### src/tsi_port_pkg.sv
// Shared constants for the serial stream port
`default_nettype none

package tsi_port_pkg;

  // ==========================================================================
  // Stream geometry
  localparam int NUM_STREAMS = 16;
  localparam int BYTE_W      = 8;
  localparam int BITCNT_W    = 10;
  localparam int CHAN_W      = 7;
  localparam int STREAM_W    = 4;
  localparam int WORD_W      = STREAM_W + CHAN_W + BYTE_W;
  localparam int FIFO_DEPTH  = 16;

  // ==========================================================================
  // Stream rate field codes
  localparam logic [1:0] RATE_2M = 2'h0;
  localparam logic [1:0] RATE_4M = 2'h1;
  localparam logic [1:0] RATE_8M = 2'h2;

  // Last bit index of a 125 us frame at each rate
  localparam logic [BITCNT_W-1:0] LAST_BIT_2M = 10'h0ff;
  localparam logic [BITCNT_W-1:0] LAST_BIT_4M = 10'h1ff;
  localparam logic [BITCNT_W-1:0] LAST_BIT_8M = 10'h3ff;

  // Channels per stream at each rate
  localparam logic [7:0] CHANS_2M = 8'h20;
  localparam logic [7:0] CHANS_4M = 8'h40;
  localparam logic [7:0] CHANS_8M = 8'h80;

  // ==========================================================================
  // Framing and bit positions
  localparam logic [2:0] BYTE_LAST_BIT  = 3'h7;
  localparam logic [2:0] BYTE_FIRST_BIT = 3'h0;
  localparam logic [3:0] IDLE_RUN       = 4'h8;

endpackage

`default_nettype wire

### src/tsi_word_fifo.sv
// Flip-flop FIFO with valid/ready on both sides
`timescale 1ns/1ps
`default_nettype none

module tsi_word_fifo #(
  parameter int WIDTH = 8,
  parameter int DEPTH = 16
) (
  // Clock and reset
  input  wire logic             i_clk_sys,
  input  wire logic             i_rst,
  // Fill side
  input  wire logic             i_in_valid,
  input  wire logic [WIDTH-1:0] i_in_data,
  output logic                  o_in_ready,
  // Drain side
  output logic                  o_out_valid,
  output logic [WIDTH-1:0]      o_out_data,
  input  wire logic             i_out_ready
);

  localparam int AW = $clog2(DEPTH);

  logic [WIDTH-1:0] mem_r [DEPTH];
  logic [AW-1:0]    wr_ptr_r;
  logic [AW-1:0]    rd_ptr_r;
  logic [AW:0]      count_r;
  logic             push;
  logic             pop;

  assign o_in_ready  = (count_r != (AW+1)'(DEPTH));
  assign o_out_valid = (count_r != '0);
  assign o_out_data  = mem_r[rd_ptr_r];
  assign push        = i_in_valid & o_in_ready;
  assign pop         = o_out_valid & i_out_ready;

  // ==========================================================================
  // Storage
  always_ff @(posedge i_clk_sys) begin
    if (push) begin
      mem_r[wr_ptr_r] <= i_in_data;
    end
  end

  // ==========================================================================
  // Pointers and fill level
  always_ff @(posedge i_clk_sys or posedge i_rst) begin
    if (i_rst) begin
      wr_ptr_r <= '0;
      rd_ptr_r <= '0;
      count_r  <= '0;
    end else begin
      if (push) begin
        wr_ptr_r <= (wr_ptr_r == AW'(DEPTH - 1)) ? '0 : wr_ptr_r + 1'b1;
      end
      if (pop) begin
        rd_ptr_r <= (rd_ptr_r == AW'(DEPTH - 1)) ? '0 : rd_ptr_r + 1'b1;
      end
      if (push && !pop) begin
        count_r <= count_r + 1'b1;
      end else if (pop && !push) begin
        count_r <= count_r - 1'b1;
      end
    end
  end

endmodule

`default_nettype wire

### src/tsi_serial_stream_port.sv
// Serial stream framing, receive, transmit and test-data-out logic
// Functional notes
// - Capacity 2048, 1024 or 512 channels total at high, middle, low rate.
// - All sixteen in and out streams run at 2.048, 4.096 or 8.192 Mb/s.
// - Wide select low: frame pulse format identified automatically, either polarity.
// - Wide select high: frames align to an active-low wide frame pulse.
// - Eval pin measures frame offset when select low; is aux clock when high.
// - Each input stream has its own programmable frame offset.
// - Test data out changes on test clock fall; high impedance unless scanning.
// - Reset clears counters; pulse history and idle level load high, channel count 32; serial outputs go high impedance.
`timescale 1ns/1ps
`default_nettype none

module tsi_serial_stream_port (
  // Clock and reset
  input  wire logic                                  i_clk_sys,
  input  wire logic                                  i_rst,
  // Serial link
  input  wire logic                                  i_serial_clk,
  input  wire logic                                  i_frame_sync_in,
  input  wire logic                                  i_frame_eval_or_aux_clock,
  input  wire logic                                  i_wide_frame_select,
  input  wire logic [tsi_port_pkg::NUM_STREAMS-1:0]  i_serial_in_streams,
  output logic      [tsi_port_pkg::NUM_STREAMS-1:0]  o_serial_out_streams,
  output logic      [tsi_port_pkg::NUM_STREAMS-1:0]  o_serial_out_oe_n,
  // Configuration
  input  wire logic [1:0]                            i_stream_rate_field,
  input  wire logic                                  i_offset_wr,
  input  wire logic [tsi_port_pkg::STREAM_W-1:0]     i_offset_stream,
  input  wire logic [tsi_port_pkg::BITCNT_W-1:0]     i_offset_bits,
  // Status
  output logic                                       o_frame_locked,
  output logic                                       o_gci_format,
  output logic      [7:0]                            o_channels_per_stream,
  output logic      [tsi_port_pkg::BITCNT_W-1:0]     o_frame_eval_offset,
  // Transmit byte supply, one byte per stream
  input  wire logic [tsi_port_pkg::NUM_STREAMS*8-1:0] i_tx_bytes,
  output logic                                       o_tx_load,
  // Received word stream
  output logic                                       o_rx_valid,
  output logic      [tsi_port_pkg::WORD_W-1:0]       o_rx_word,
  input  wire logic                                  i_rx_ready,
  // Test access
  input  wire logic                                  i_tck,
  input  wire logic                                  i_tdi,
  input  wire logic                                  i_scan_en,
  output logic                                       o_tdo,
  output logic                                       o_tdo_oe_n
);

  localparam int NS = tsi_port_pkg::NUM_STREAMS;
  localparam int BW = tsi_port_pkg::BITCNT_W;

  typedef enum logic {ALN_HUNT, ALN_LOCKED} align_e;

  function automatic logic [BW-1:0] last_bit_of(input logic [1:0] rate);
    unique case (rate)
      tsi_port_pkg::RATE_4M: last_bit_of = tsi_port_pkg::LAST_BIT_4M;
      tsi_port_pkg::RATE_8M: last_bit_of = tsi_port_pkg::LAST_BIT_8M;
      default:               last_bit_of = tsi_port_pkg::LAST_BIT_2M;
    endcase
  endfunction

  function automatic logic [7:0] chans_of(input logic [1:0] rate);
    unique case (rate)
      tsi_port_pkg::RATE_4M: chans_of = tsi_port_pkg::CHANS_4M;
      tsi_port_pkg::RATE_8M: chans_of = tsi_port_pkg::CHANS_8M;
      default:               chans_of = tsi_port_pkg::CHANS_2M;
    endcase
  endfunction

  // Stream-local bit position, wrapped into the current frame length
  function automatic logic [BW-1:0] local_bit(input logic [BW-1:0] ctr,
                                              input logic [BW-1:0] off,
                                              input logic [BW-1:0] last);
    local_bit = (ctr >= off) ? ctr - off : ctr + (last - off) + 1'b1;
  endfunction

  align_e             state_r;
  logic               sclk_q, fsync_q, aux_q, tck_q;
  logic               half_r;
  logic [BW-1:0]      bit_ctr_r;
  logic [BW-1:0]      last_bit;
  logic               sclk_rise, bit_tick, aux_rise, frame_start;
  logic               std_edge, wide_edge;
  logic [3:0]         run_r;
  logic               idle_lvl_r, idle_known_r, wide_prev_r, meas_arm_r;
  logic [BW-1:0]      offset_r  [NS];
  logic [7:0]         rx_sh_r   [NS];
  logic [7:0]         rx_byte_r [NS];
  logic [tsi_port_pkg::CHAN_W-1:0] rx_chan_r [NS];
  logic [NS-1:0]      pend_r;
  logic [BW-1:0]      lbit      [NS];
  logic [7:0]         tx_sh_r   [NS];
  logic               tdo_cap_r;
  logic               push_valid, push_ready;
  logic [tsi_port_pkg::STREAM_W-1:0] push_idx;
  logic [tsi_port_pkg::WORD_W-1:0]   push_word;

  assign last_bit  = last_bit_of(i_stream_rate_field);
  assign sclk_rise = i_serial_clk & ~sclk_q;
  assign bit_tick  = sclk_rise & half_r;
  assign aux_rise  = i_frame_eval_or_aux_clock & ~aux_q;
  // Pulse leaves its idle level: start of frame in either polarity
  assign std_edge  = sclk_rise & idle_known_r &
                     (fsync_q == idle_lvl_r) &
                     (i_frame_sync_in != idle_lvl_r);
  assign wide_edge = aux_rise & wide_prev_r & ~i_frame_sync_in;
  assign frame_start = i_wide_frame_select ? wide_edge : std_edge;

  // ==========================================================================
  // Input edge history
  always_ff @(posedge i_clk_sys or posedge i_rst) begin
    if (i_rst) begin
      sclk_q  <= 1'b0;
      fsync_q <= 1'b1;
      aux_q   <= 1'b0;
      tck_q   <= 1'b0;
    end else begin
      sclk_q  <= i_serial_clk;
      // Pulse level held from one serial clock rise to the next, so a
      // pulse set up well ahead of the rise is still seen leaving idle
      if (sclk_rise) begin
        fsync_q <= i_frame_sync_in;
      end
      aux_q   <= i_frame_eval_or_aux_clock;
      tck_q   <= i_tck;
    end
  end

  // ==========================================================================
  // Frame format identification
  always_ff @(posedge i_clk_sys or posedge i_rst) begin
    if (i_rst) begin
      run_r        <= '0;
      idle_lvl_r   <= 1'b1;
      idle_known_r <= 1'b0;
      o_gci_format <= 1'b0;
      wide_prev_r  <= 1'b1;
    end else begin
      if (sclk_rise) begin
        // A long steady run marks the idle level of the pulse
        if (i_frame_sync_in != fsync_q) begin
          run_r <= '0;
        end else if (run_r != tsi_port_pkg::IDLE_RUN) begin
          run_r <= run_r + 1'b1;
        end else begin
          idle_lvl_r   <= fsync_q;
          idle_known_r <= 1'b1;
          o_gci_format <= ~fsync_q;
        end
      end
      if (aux_rise) begin
        wide_prev_r <= i_frame_sync_in;
      end
    end
  end

  // ==========================================================================
  // Frame alignment and bit counter
  always_ff @(posedge i_clk_sys or posedge i_rst) begin
    if (i_rst) begin
      state_r   <= ALN_HUNT;
      bit_ctr_r <= '0;
      half_r    <= 1'b0;
    end else begin
      if (frame_start) begin
        state_r   <= ALN_LOCKED;
        bit_ctr_r <= '0;
        half_r    <= 1'b0;
      end else if (sclk_rise) begin
        half_r <= ~half_r;
        if (bit_tick) begin
          bit_ctr_r <= (bit_ctr_r >= last_bit) ? '0 : bit_ctr_r + 1'b1;
        end
      end
    end
  end

  // ==========================================================================
  // Status outputs
  always_ff @(posedge i_clk_sys or posedge i_rst) begin
    if (i_rst) begin
      o_frame_locked        <= 1'b0;
      o_channels_per_stream <= tsi_port_pkg::CHANS_2M;
    end else begin
      o_frame_locked        <= (state_r == ALN_LOCKED);
      o_channels_per_stream <= chans_of(i_stream_rate_field);
    end
  end

  // ==========================================================================
  // Frame offset measurement on the eval pin
  always_ff @(posedge i_clk_sys or posedge i_rst) begin
    if (i_rst) begin
      meas_arm_r          <= 1'b0;
      o_frame_eval_offset <= '0;
    end else if (!i_wide_frame_select) begin
      if (frame_start) begin
        meas_arm_r <= 1'b1;
      end else if (meas_arm_r && aux_q && !i_frame_eval_or_aux_clock) begin
        o_frame_eval_offset <= bit_ctr_r;
        meas_arm_r          <= 1'b0;
      end
    end else begin
      meas_arm_r <= 1'b0;
    end
  end

  // ==========================================================================
  // Per-stream offsets
  always_ff @(posedge i_clk_sys or posedge i_rst) begin
    if (i_rst) begin
      for (int s = 0; s < NS; s++) begin
        offset_r[s] <= '0;
      end
    end else if (i_offset_wr) begin
      offset_r[i_offset_stream] <= i_offset_bits;
    end
  end

  // ==========================================================================
  // Stream-local bit positions for the current counter value
  always_comb begin
    for (int s = 0; s < NS; s++) begin
      lbit[s] = local_bit(bit_ctr_r, offset_r[s], last_bit);
    end
  end

  // Receive shifters; a byte waits in its slot until the FIFO takes it
  always_ff @(posedge i_clk_sys or posedge i_rst) begin
    if (i_rst) begin
      pend_r <= '0;
      for (int s = 0; s < NS; s++) begin
        rx_sh_r[s]   <= '0;
        rx_byte_r[s] <= '0;
        rx_chan_r[s] <= '0;
      end
    end else begin
      for (int s = 0; s < NS; s++) begin
        if (bit_tick && state_r == ALN_LOCKED) begin
          rx_sh_r[s] <= {rx_sh_r[s][6:0], i_serial_in_streams[s]};
        end
        // New byte wins over the push that clears the slot
        if (bit_tick && state_r == ALN_LOCKED &&
            lbit[s][2:0] == tsi_port_pkg::BYTE_LAST_BIT) begin
          rx_byte_r[s] <= {rx_sh_r[s][6:0], i_serial_in_streams[s]};
          rx_chan_r[s] <= lbit[s][BW-1:3];
          pend_r[s]    <= 1'b1;
        end else if (push_ready && push_valid &&
                     push_idx == tsi_port_pkg::STREAM_W'(s)) begin
          pend_r[s] <= 1'b0;
        end
      end
    end
  end

  // Lowest pending stream goes first; a full FIFO holds every slot
  always_comb begin
    push_idx = '0;
    for (int s = NS - 1; s >= 0; s--) begin
      if (pend_r[s]) begin
        push_idx = tsi_port_pkg::STREAM_W'(s);
      end
    end
  end

  assign push_valid = |pend_r;
  assign push_word  = {push_idx, rx_chan_r[push_idx], rx_byte_r[push_idx]};

  tsi_word_fifo #(
    .WIDTH (tsi_port_pkg::WORD_W),
    .DEPTH (tsi_port_pkg::FIFO_DEPTH)
  ) u_rx_fifo (
    .i_clk_sys   (i_clk_sys),
    .i_rst       (i_rst),
    .i_in_valid  (push_valid),
    .i_in_data   (push_word),
    .o_in_ready  (push_ready),
    .o_out_valid (o_rx_valid),
    .o_out_data  (o_rx_word),
    .i_out_ready (i_rx_ready)
  );

  // ==========================================================================
  // Transmit shifters, MSB first, aligned to channel boundaries
  always_ff @(posedge i_clk_sys or posedge i_rst) begin
    if (i_rst) begin
      o_serial_out_streams <= '0;
      o_serial_out_oe_n    <= '1;
      o_tx_load            <= 1'b0;
      for (int s = 0; s < NS; s++) begin
        tx_sh_r[s] <= '0;
      end
    end else begin
      o_serial_out_oe_n <= {NS{state_r != ALN_LOCKED}};
      o_tx_load         <= 1'b0;
      if (bit_tick && state_r == ALN_LOCKED) begin
        if (bit_ctr_r[2:0] == tsi_port_pkg::BYTE_FIRST_BIT) begin
          o_tx_load <= 1'b1;
        end
        for (int s = 0; s < NS; s++) begin
          if (bit_ctr_r[2:0] == tsi_port_pkg::BYTE_FIRST_BIT) begin
            o_serial_out_streams[s] <= i_tx_bytes[s*8+7];
            tx_sh_r[s] <= {i_tx_bytes[s*8 +: 7], 1'b0};
          end else begin
            o_serial_out_streams[s] <= tx_sh_r[s][7];
            tx_sh_r[s] <= {tx_sh_r[s][6:0], 1'b0};
          end
        end
      end
    end
  end

  // ==========================================================================
  // Test data out: capture on clock rise, present on clock fall
  always_ff @(posedge i_clk_sys or posedge i_rst) begin
    if (i_rst) begin
      tdo_cap_r  <= 1'b0;
      o_tdo      <= 1'b0;
      o_tdo_oe_n <= 1'b1;
    end else begin
      o_tdo_oe_n <= ~i_scan_en;
      if (i_tck && !tck_q) begin
        tdo_cap_r <= i_tdi;
      end
      if (!i_tck && tck_q) begin
        o_tdo <= tdo_cap_r;
      end
    end
  end
endmodule

`default_nettype wire

### config.mk
export PLATFORM = sky130hd
export DESIGN_NAME = tsi_serial_stream_port
export DESIGN_NICKNAME = d
export VERILOG_FILES = /design/src/tsi_port_pkg.sv /design/src/tsi_word_fifo.sv /design/src/tsi_serial_stream_port.sv
export SDC_FILE = /design/constraint.sdc
export NUM_CORES = 2
export LEC_CHECK = 0
export BUFFER_PORTS_ARGS = -buffer_cell sky130_fd_sc_hd__clkbuf_2
export CORE_AREA = 3 3 347 349
export CTS_CLUSTER_DIAMETER = 100
export DETAILED_ROUTE_END_ITERATION = 7
export DIE_AREA = 0 0 350 352
export MAX_ROUTING_LAYER = met4
export PLACE_DENSITY_LB_ADDON = 0.05
export RECOVER_POWER = 100
export SYNTH_ARGS = -nofsm -noshare
export SYNTH_HDL_FRONTEND = slang
export SYNTH_HIERARCHICAL = 1
export SYNTH_SLANG_ARGS = --single-unit
### constraint.sdc
create_clock -name i_clk_sys -period 32 [get_ports i_clk_sys]
set_input_delay 6.4 -clock i_clk_sys [delete_from_list [all_inputs] [get_ports i_clk_sys]]
set_output_delay 6.4 -clock i_clk_sys [all_outputs]
set_load 0.01 [all_outputs]
# --- After elaboration in Yosys (flattened, before gate mapping) ---
# Memories as Yosys holds them, arrays and structs flattened.
# Index checks and enable logic that the tools add are counted.
classes:
  n_addsub: 70
  order_cmp: 20
  eq_ne: 40
  muxes: 127
  bitwise_logic: 23
  reduce_logical: 75
op_table:
  columns: ["operator", "n"]
  rows:
  - ["subtractor 10 bit", 32]
  - ["two-way mux 10 bit", 21]
  - ["adder 10 x 1 -> 10 bit (second input constant)", 17]
  - ["greater-or-equal comparator 10 bit", 17]
  - ["adder 10 bit", 16]
  - ["bitwise mux 160 bit", 1]
  - ["two-way mux 8 bit", 18]
  - ["two-way mux 4 bit", 20]
  - ["two-way mux 1 bit", 58]
  - ["equality test 3 bit (second input constant)", 16]
  - ["logical AND 1 bit", 41]
  - ["demux 10 bit (select 4 bit)", 1]
  - ["equality test 4 bit (second input constant)", 10]
  - ["nonzero test 2 bit", 20]
  - ["binary-select mux 8 bit (select 4 bit)", 1]
  - ["binary-select mux 7 bit (select 4 bit)", 1]
  - ["case mux 10 bit (2 select lines)", 1]
  - ["equality test 4 x 3 -> 1 bit (second input constant)", 4]
  - ["case mux 8 bit (2 select lines)", 1]
  - ["OR reduction 16 bit", 1]
  - ["two-way mux 7 bit", 2]
  - ["adder 4 x 1 -> 4 bit (second input constant)", 3]
  - ["inverter 1 bit", 11]
  - ["AND 1 bit", 10]
  - ["21 further kinds", 32]
word_totals:
  reg_bits: 734
  mem_bits_rw: 304
  in_bits: 171
  elab_cells: 477
  n_memories: 1
memory_table:
  columns: ["name", "words", "width", "rd", "rd_clocked_by_memory_dff", "write_ports", "line_no", "text"]
  rows:
  - ["u_rx_fifo.mem_r", 16, 19, 1, 0, 1, "tsi_word_fifo.sv:24", "logic [WIDTH-1:0] mem_r [DEPTH];"]

# --- Longest topological paths before layout ---
depth:
  depth_word: 20
  mapped_depth: 14
  ltp_nobuf: 14

# --- Hierarchy ---
# The synthesis kept the hierarchy.
by_module_without_submodules:
  columns: ["mod", "instances", "cells_per_inst", "area_per_inst_um2", "seq_area_each_um2"]
  rows:
  - ["tsi_serial_stream_port", 1, 4796, 46199.3, 17524.3]
  - ["tsi_word_fifo", 1, 653, 12553.3, 9454.1]

# --- Worst setup path after synthesis ---
# OpenSTA, ideal clock, no wires.
synth_path:
  path_kind: "in2reg"
  start: "in i_stream_rate_field[0]"
  end: "reg rx_chan_r[104] in the netlist's numbering"
  setup_time_ns: 0.125
  t_arrival_ns: 8.942
  t_required_ns: 31.875
  setup_slack_ns: 22.933
  cell_stages: 9
  cell_sequence: "inv_1 > ha_1 > inv_1 > fa_1 > ha_1 > o41ai_1 > xnor2_1 > o21ai_0 > mux2_2"
synth_via:
  elab_chain_cells: 6
  word_cells_on_any_way: 7
synth_lines:
  columns: ["item", "line_no", "text"]
  rows:
  - ["start: declaration", "tsi_serial_stream_port.sv:27", "input wire logic [1:0] i_stream_rate_field,"]
  - ["equality test 2 bit / equality test 2 x 1 -> 1 bit (equally long branches)", "tsi_serial_stream_port.sv:57", "unique case (rate)"]
  - ["case mux 10 bit (2 select lines) (*)", "tsi_serial_stream_port.sv:57", null]
  - ["subtractor 10 bit (*)", "tsi_serial_stream_port.sv:76", "local_bit = (ctr >= off) ? ctr - off : ctr + (last - off) + 1'b1;"]
  - ["adder 10 bit (*)", "tsi_serial_stream_port.sv:76", null]
  - ["adder 10 x 1 -> 10 bit (*)", "tsi_serial_stream_port.sv:76", null]
  - ["two-way mux 10 bit (*)", "tsi_serial_stream_port.sv:76", null]
  - ["end signal: indexed assignment", "tsi_serial_stream_port.sv:248", "rx_chan_r[s] <= lbit[s][BW-1:3];"]
  - ["end: declaration", "tsi_serial_stream_port.sv:91", "logic [tsi_port_pkg::CHAN_W-1:0] rx_chan_r [NS];"]
# Mark *: on every way between the ends. The rest lies on a longest branch, timed or not.
# A chain may end at the register's enable or synchronous reset.

==> summary.txt <==
status -> complete, but fails checks
failing checks -> capacitance limit, slew limit
# fillers -> 10360
drt total wl -> 161.5 mm
switching power -> 2.653 mW
Yosys reg bits -> 1017
Syn-to-layout area delta -> 10.62%
Pint -> 3.810 mW
largest net degree at the start of global routing -> 172
Max Buffers Root-to-Sink -> 3
Core Area -> 0.1178 mm2
maxcap violations -> 37
IO Pins -> 246
crit path time final -> 17990 ps
vias in the first global route -> 39940
Flop pwr share -> 35.2%
DRC errors left -> 0
Max Slew Vio Count -> 1443
share of cells above drive strength 1 -> 12.59%
post-synthesis sequential area ratio -> 45.92%
GRT Util Overall -> 26.96%
Die H -> 352 um
synthesized area -> 0.05875 mm2
routability cong. -> 0.8866
H-tree level count -> 3
Avg Vias per Cell -> 5.496
vias -> 40160
initial antenna violation count -> 18
power density cells -> 99.44 mW/mm2
clock slew seen by the registers of the worst setup and hold paths -> 50 ps
Worst-Margin Slew -> 8320 ps
first-pass GRT wire length -> 247.1 mm
Worst IR Drop VDD -> 0.1089 mV
CTS tree -> built
combinational share of power -> 44.8%
Post-synth EDFFs -> 304
syn_area_per_cell -> 10.78 um2
ys flop type -> dfrtp_1
Post-CTS Resized -> 0
clock buffer count from CTS -> 113
Pwr Total -> 6.463 mW
DIE AREA -> 0.1232 mm2
Final Cycle Share -> 56.21%
Rel. slew slack -> -454.6%
DP Wirelength -> 108.9 mm
Clock Latency Late Sink -> 740 ps
number of cell rows -> 126
drt first pass iters -> 6
input/output buffers -> 240
Crit Path Category -> in -> async
Static Leak -> 29.72 nW
DRT iter0 DRCs -> 2710
setup violators final -> 0
final hold vios -> 0
Arrival @ worst endpoint -> 17970 ps
post-CTS setup buffer count -> 0
Remaining Overflow, GRT -> 0
post-route antenna net violation count -> 0
RSZ-0062 raised after global routing -> no
Cells after Synth -> 5449
CTS Root Buffer Type -> clkbuf_16
Critical Path End Type -> asynchronous set/reset pin
Die Wd -> 350 um
worst endpoint required time -> 31980 ps
CP Max Fanout -> 149
Initial Util -> 49.89%
Clock Power Share -> 20.0%
Hold Path Class -> reg -> reg
yosys warns -> 6
Post-CTS Hold Fix Bufs -> 0
ys async rst share -> 70.11%
Sw Share -> 41.05%
crit start category -> input port
Yosys cell types -> 85
detail-routed net length per standard cell -> 22.10 um
clock sink total -> 1017
nets@finish -> 6416
Post-Route Setup TNS -> 0 ps
FMAX -> 55.59 MHz
clk_skew -> 52.53 ps
-- synthesized netlist by cell type, types with 59 or more instances --
master	instances	share of area, %
inv_1	463	3.0
nand2_1	883	5.6
nor2_1	202	1.3
o21ai_0	366	3.1
a21oi_1	181	1.5
a22oi_1	59	0.75
edfxtp_1	304	16
xor2_1	96	1.4
nand3_1	89	0.76
clkbuf_1	147	0.94
mux2_2	246	4.7
ha_1	417	8.9
mux2i_1	261	4.4
dfrtp_1	707	30
fa_1	161	5.5
xnor2_1	184	2.7
nor3_1	64	0.55
-- cell usage in the layout, fill, tap and decap left out, types with 13 or more instances in the layout --
cell | synthesis | routed
ha_1 | 417 | 417
nor3_1 | 64 | 63
inv_1 | 463 | 457
nand3_1 | 89 | 89
xnor2_1 | 184 | 184
o21bai_1 | 29 | 29
clkbuf_1 | 147 | 144
edfxtp_1 | 304 | 304
clkbuf_8 | 0 | 30
o221ai_1 | 21 | 21
o211ai_1 | 47 | 47
xor2_1 | 96 | 96
nand4_1 | 19 | 19
mux2_2 | 246 | 239
a21oi_1 | 181 | 182
dfrtp_1 | 707 | 703
nand2_1 | 883 | 883
a221oi_1 | 25 | 25
nor2_1 | 202 | 199
buf_4 | 26 | 51
a21o_1 | 26 | 26
clkbuf_16 | 0 | 113
a41oi_1 | 16 | 16
nor4_1 | 26 | 26
o2111ai_1 | 14 | 14
a31oi_1 | 47 | 47
o21ai_0 | 366 | 370
nor2b_1 | 16 | 13
clkinv_2 | 0 | 15
nand2b_1 | 17 | 17
mux2i_1 | 261 | 257
mux4_2 | 38 | 38
o21ai_1 | 20 | 17
and3_1 | 38 | 38
fa_1 | 161 | 161
a22oi_1 | 59 | 59
clkbuf_2 | 1 | 166
-- per-layer routing --
metal / part of all wire [%] / up-vias / GRT usage, % / routed length (um)
li1: - / 19240 / - / -
met3: 4.2 / 208 / 3.589 / 6842
met2: 47 / 799 / 42.50 / 76260
met4: 2.4 / 0 / 6.540 / 3830
met1: 46 / 19910 / 37.15 / 74560
met5: 0 / - / - / 0
-- worst paths after layout --
kind                                       start                     to  slack, ps  cells past startpoint
min in group asynchronous                  i_rst  u_rx_fifo/wr_ptr_r[3]       5700                      2
max reg2reg                              state_r            tx_sh_r[33]      23630                      4
min reg2reg                              state_r         o_frame_locked        430                      0
max in group i_clk_sys     u_rx_fifo/rd_ptr_r[0]          o_rx_word[17]      16960                      6
max                                        i_rst           offset_r[40]      14010                      4
min                                      state_r         o_frame_locked        430                      0
-- critical path, cell delays in order --
cell        delay [ps]
clkbuf_1            90
clkinvlp_2        2400
clkbuf_1          5840
clkbuf_1          2870
-- cells by family (layout without fill, tap and decap cells) --
| logic type | Yosys count | after routing | share of synthesized area, % |
|---|---|---|---|
| multiplexers | 547 | 547 | 10.67 |
| buffers and inverters | 694 | 1000 | 4.922 |
| adder cells (fa/ha/maj) | 578 | 578 | 14.37 |
| flip-flops | 1017 | 1017 | 45.92 |
| other | 1 | 16 | 0.006383 |
| AO/OA/AOI/OAI | 929 | 929 | 9.845 |
| AND/OR/NAND/NOR | 1403 | 1403 | 10.10 |
| XOR/XNOR | 280 | 280 | 4.174 |
-- power by group through the flow --
| stage | combinational, mW | clock (mW) | sequential (mW) |
|---|---|---|---|
| after floorplan | 2.03 | 0 | 2.21 |
| after CTS | 2.94 | 1.33 | 2.27 |
| after global routing | 3.19 | 1.38 | 2.33 |
| after detailed placement | 2.93 | 0 | 2.29 |
| after global placement | 2.89 | 0 | 2.28 |
| final | 2.89 | 1.29 | 2.27 |
-- metrics by stage --
stage	util, %	cell area (um2)	worst slack (ps)	hold slack [ps]	std cells
6_report	55.19	64990	14010	432.6	7306
5_1_grt	55.19	64990	11620	450.6	7306
4_1_cts	55.49	65350	21330	471.3	7295
3_5_place_dp	52.32	61620	22140	458.2	7088
3_3_place_gp	52.32	61620	22130	455.9	7088
2_1_floorplan	-	58770	5980	374.6	5453
-- area by class of cell --
type                       count  area (um2)  area share [%]
multi-input combinational   3742       28910           44.49
clock buffer                 178        3372           5.188
timing repair buffer         328        1663           2.559
tap                         1536        1922           2.957
inverter                     465        1747           2.688
clock inverter                29       361.6          0.5564
antenna                       11       27.53         0.04235
sequential                  1017       26980           41.52
-- state kept, by name, summed over array words and instances (netlist names), 3 cells and up --
name	cells
offset_r	160
rx_byte_r	128
o_channels_per_stream	3
bit_ctr_r	10
u_rx_fifo/count_r	5
pend_r	16
u_rx_fifo/wr_ptr_r	4
tx_sh_r	112
rx_chan_r	112
o_frame_eval_offset	10
o_serial_out_streams	16
rx_sh_r	112
u_rx_fifo/mem_r	304
run_r	4
u_rx_fifo/rd_ptr_r	4
No activity file was read; power rests on OpenSTA's default activity.
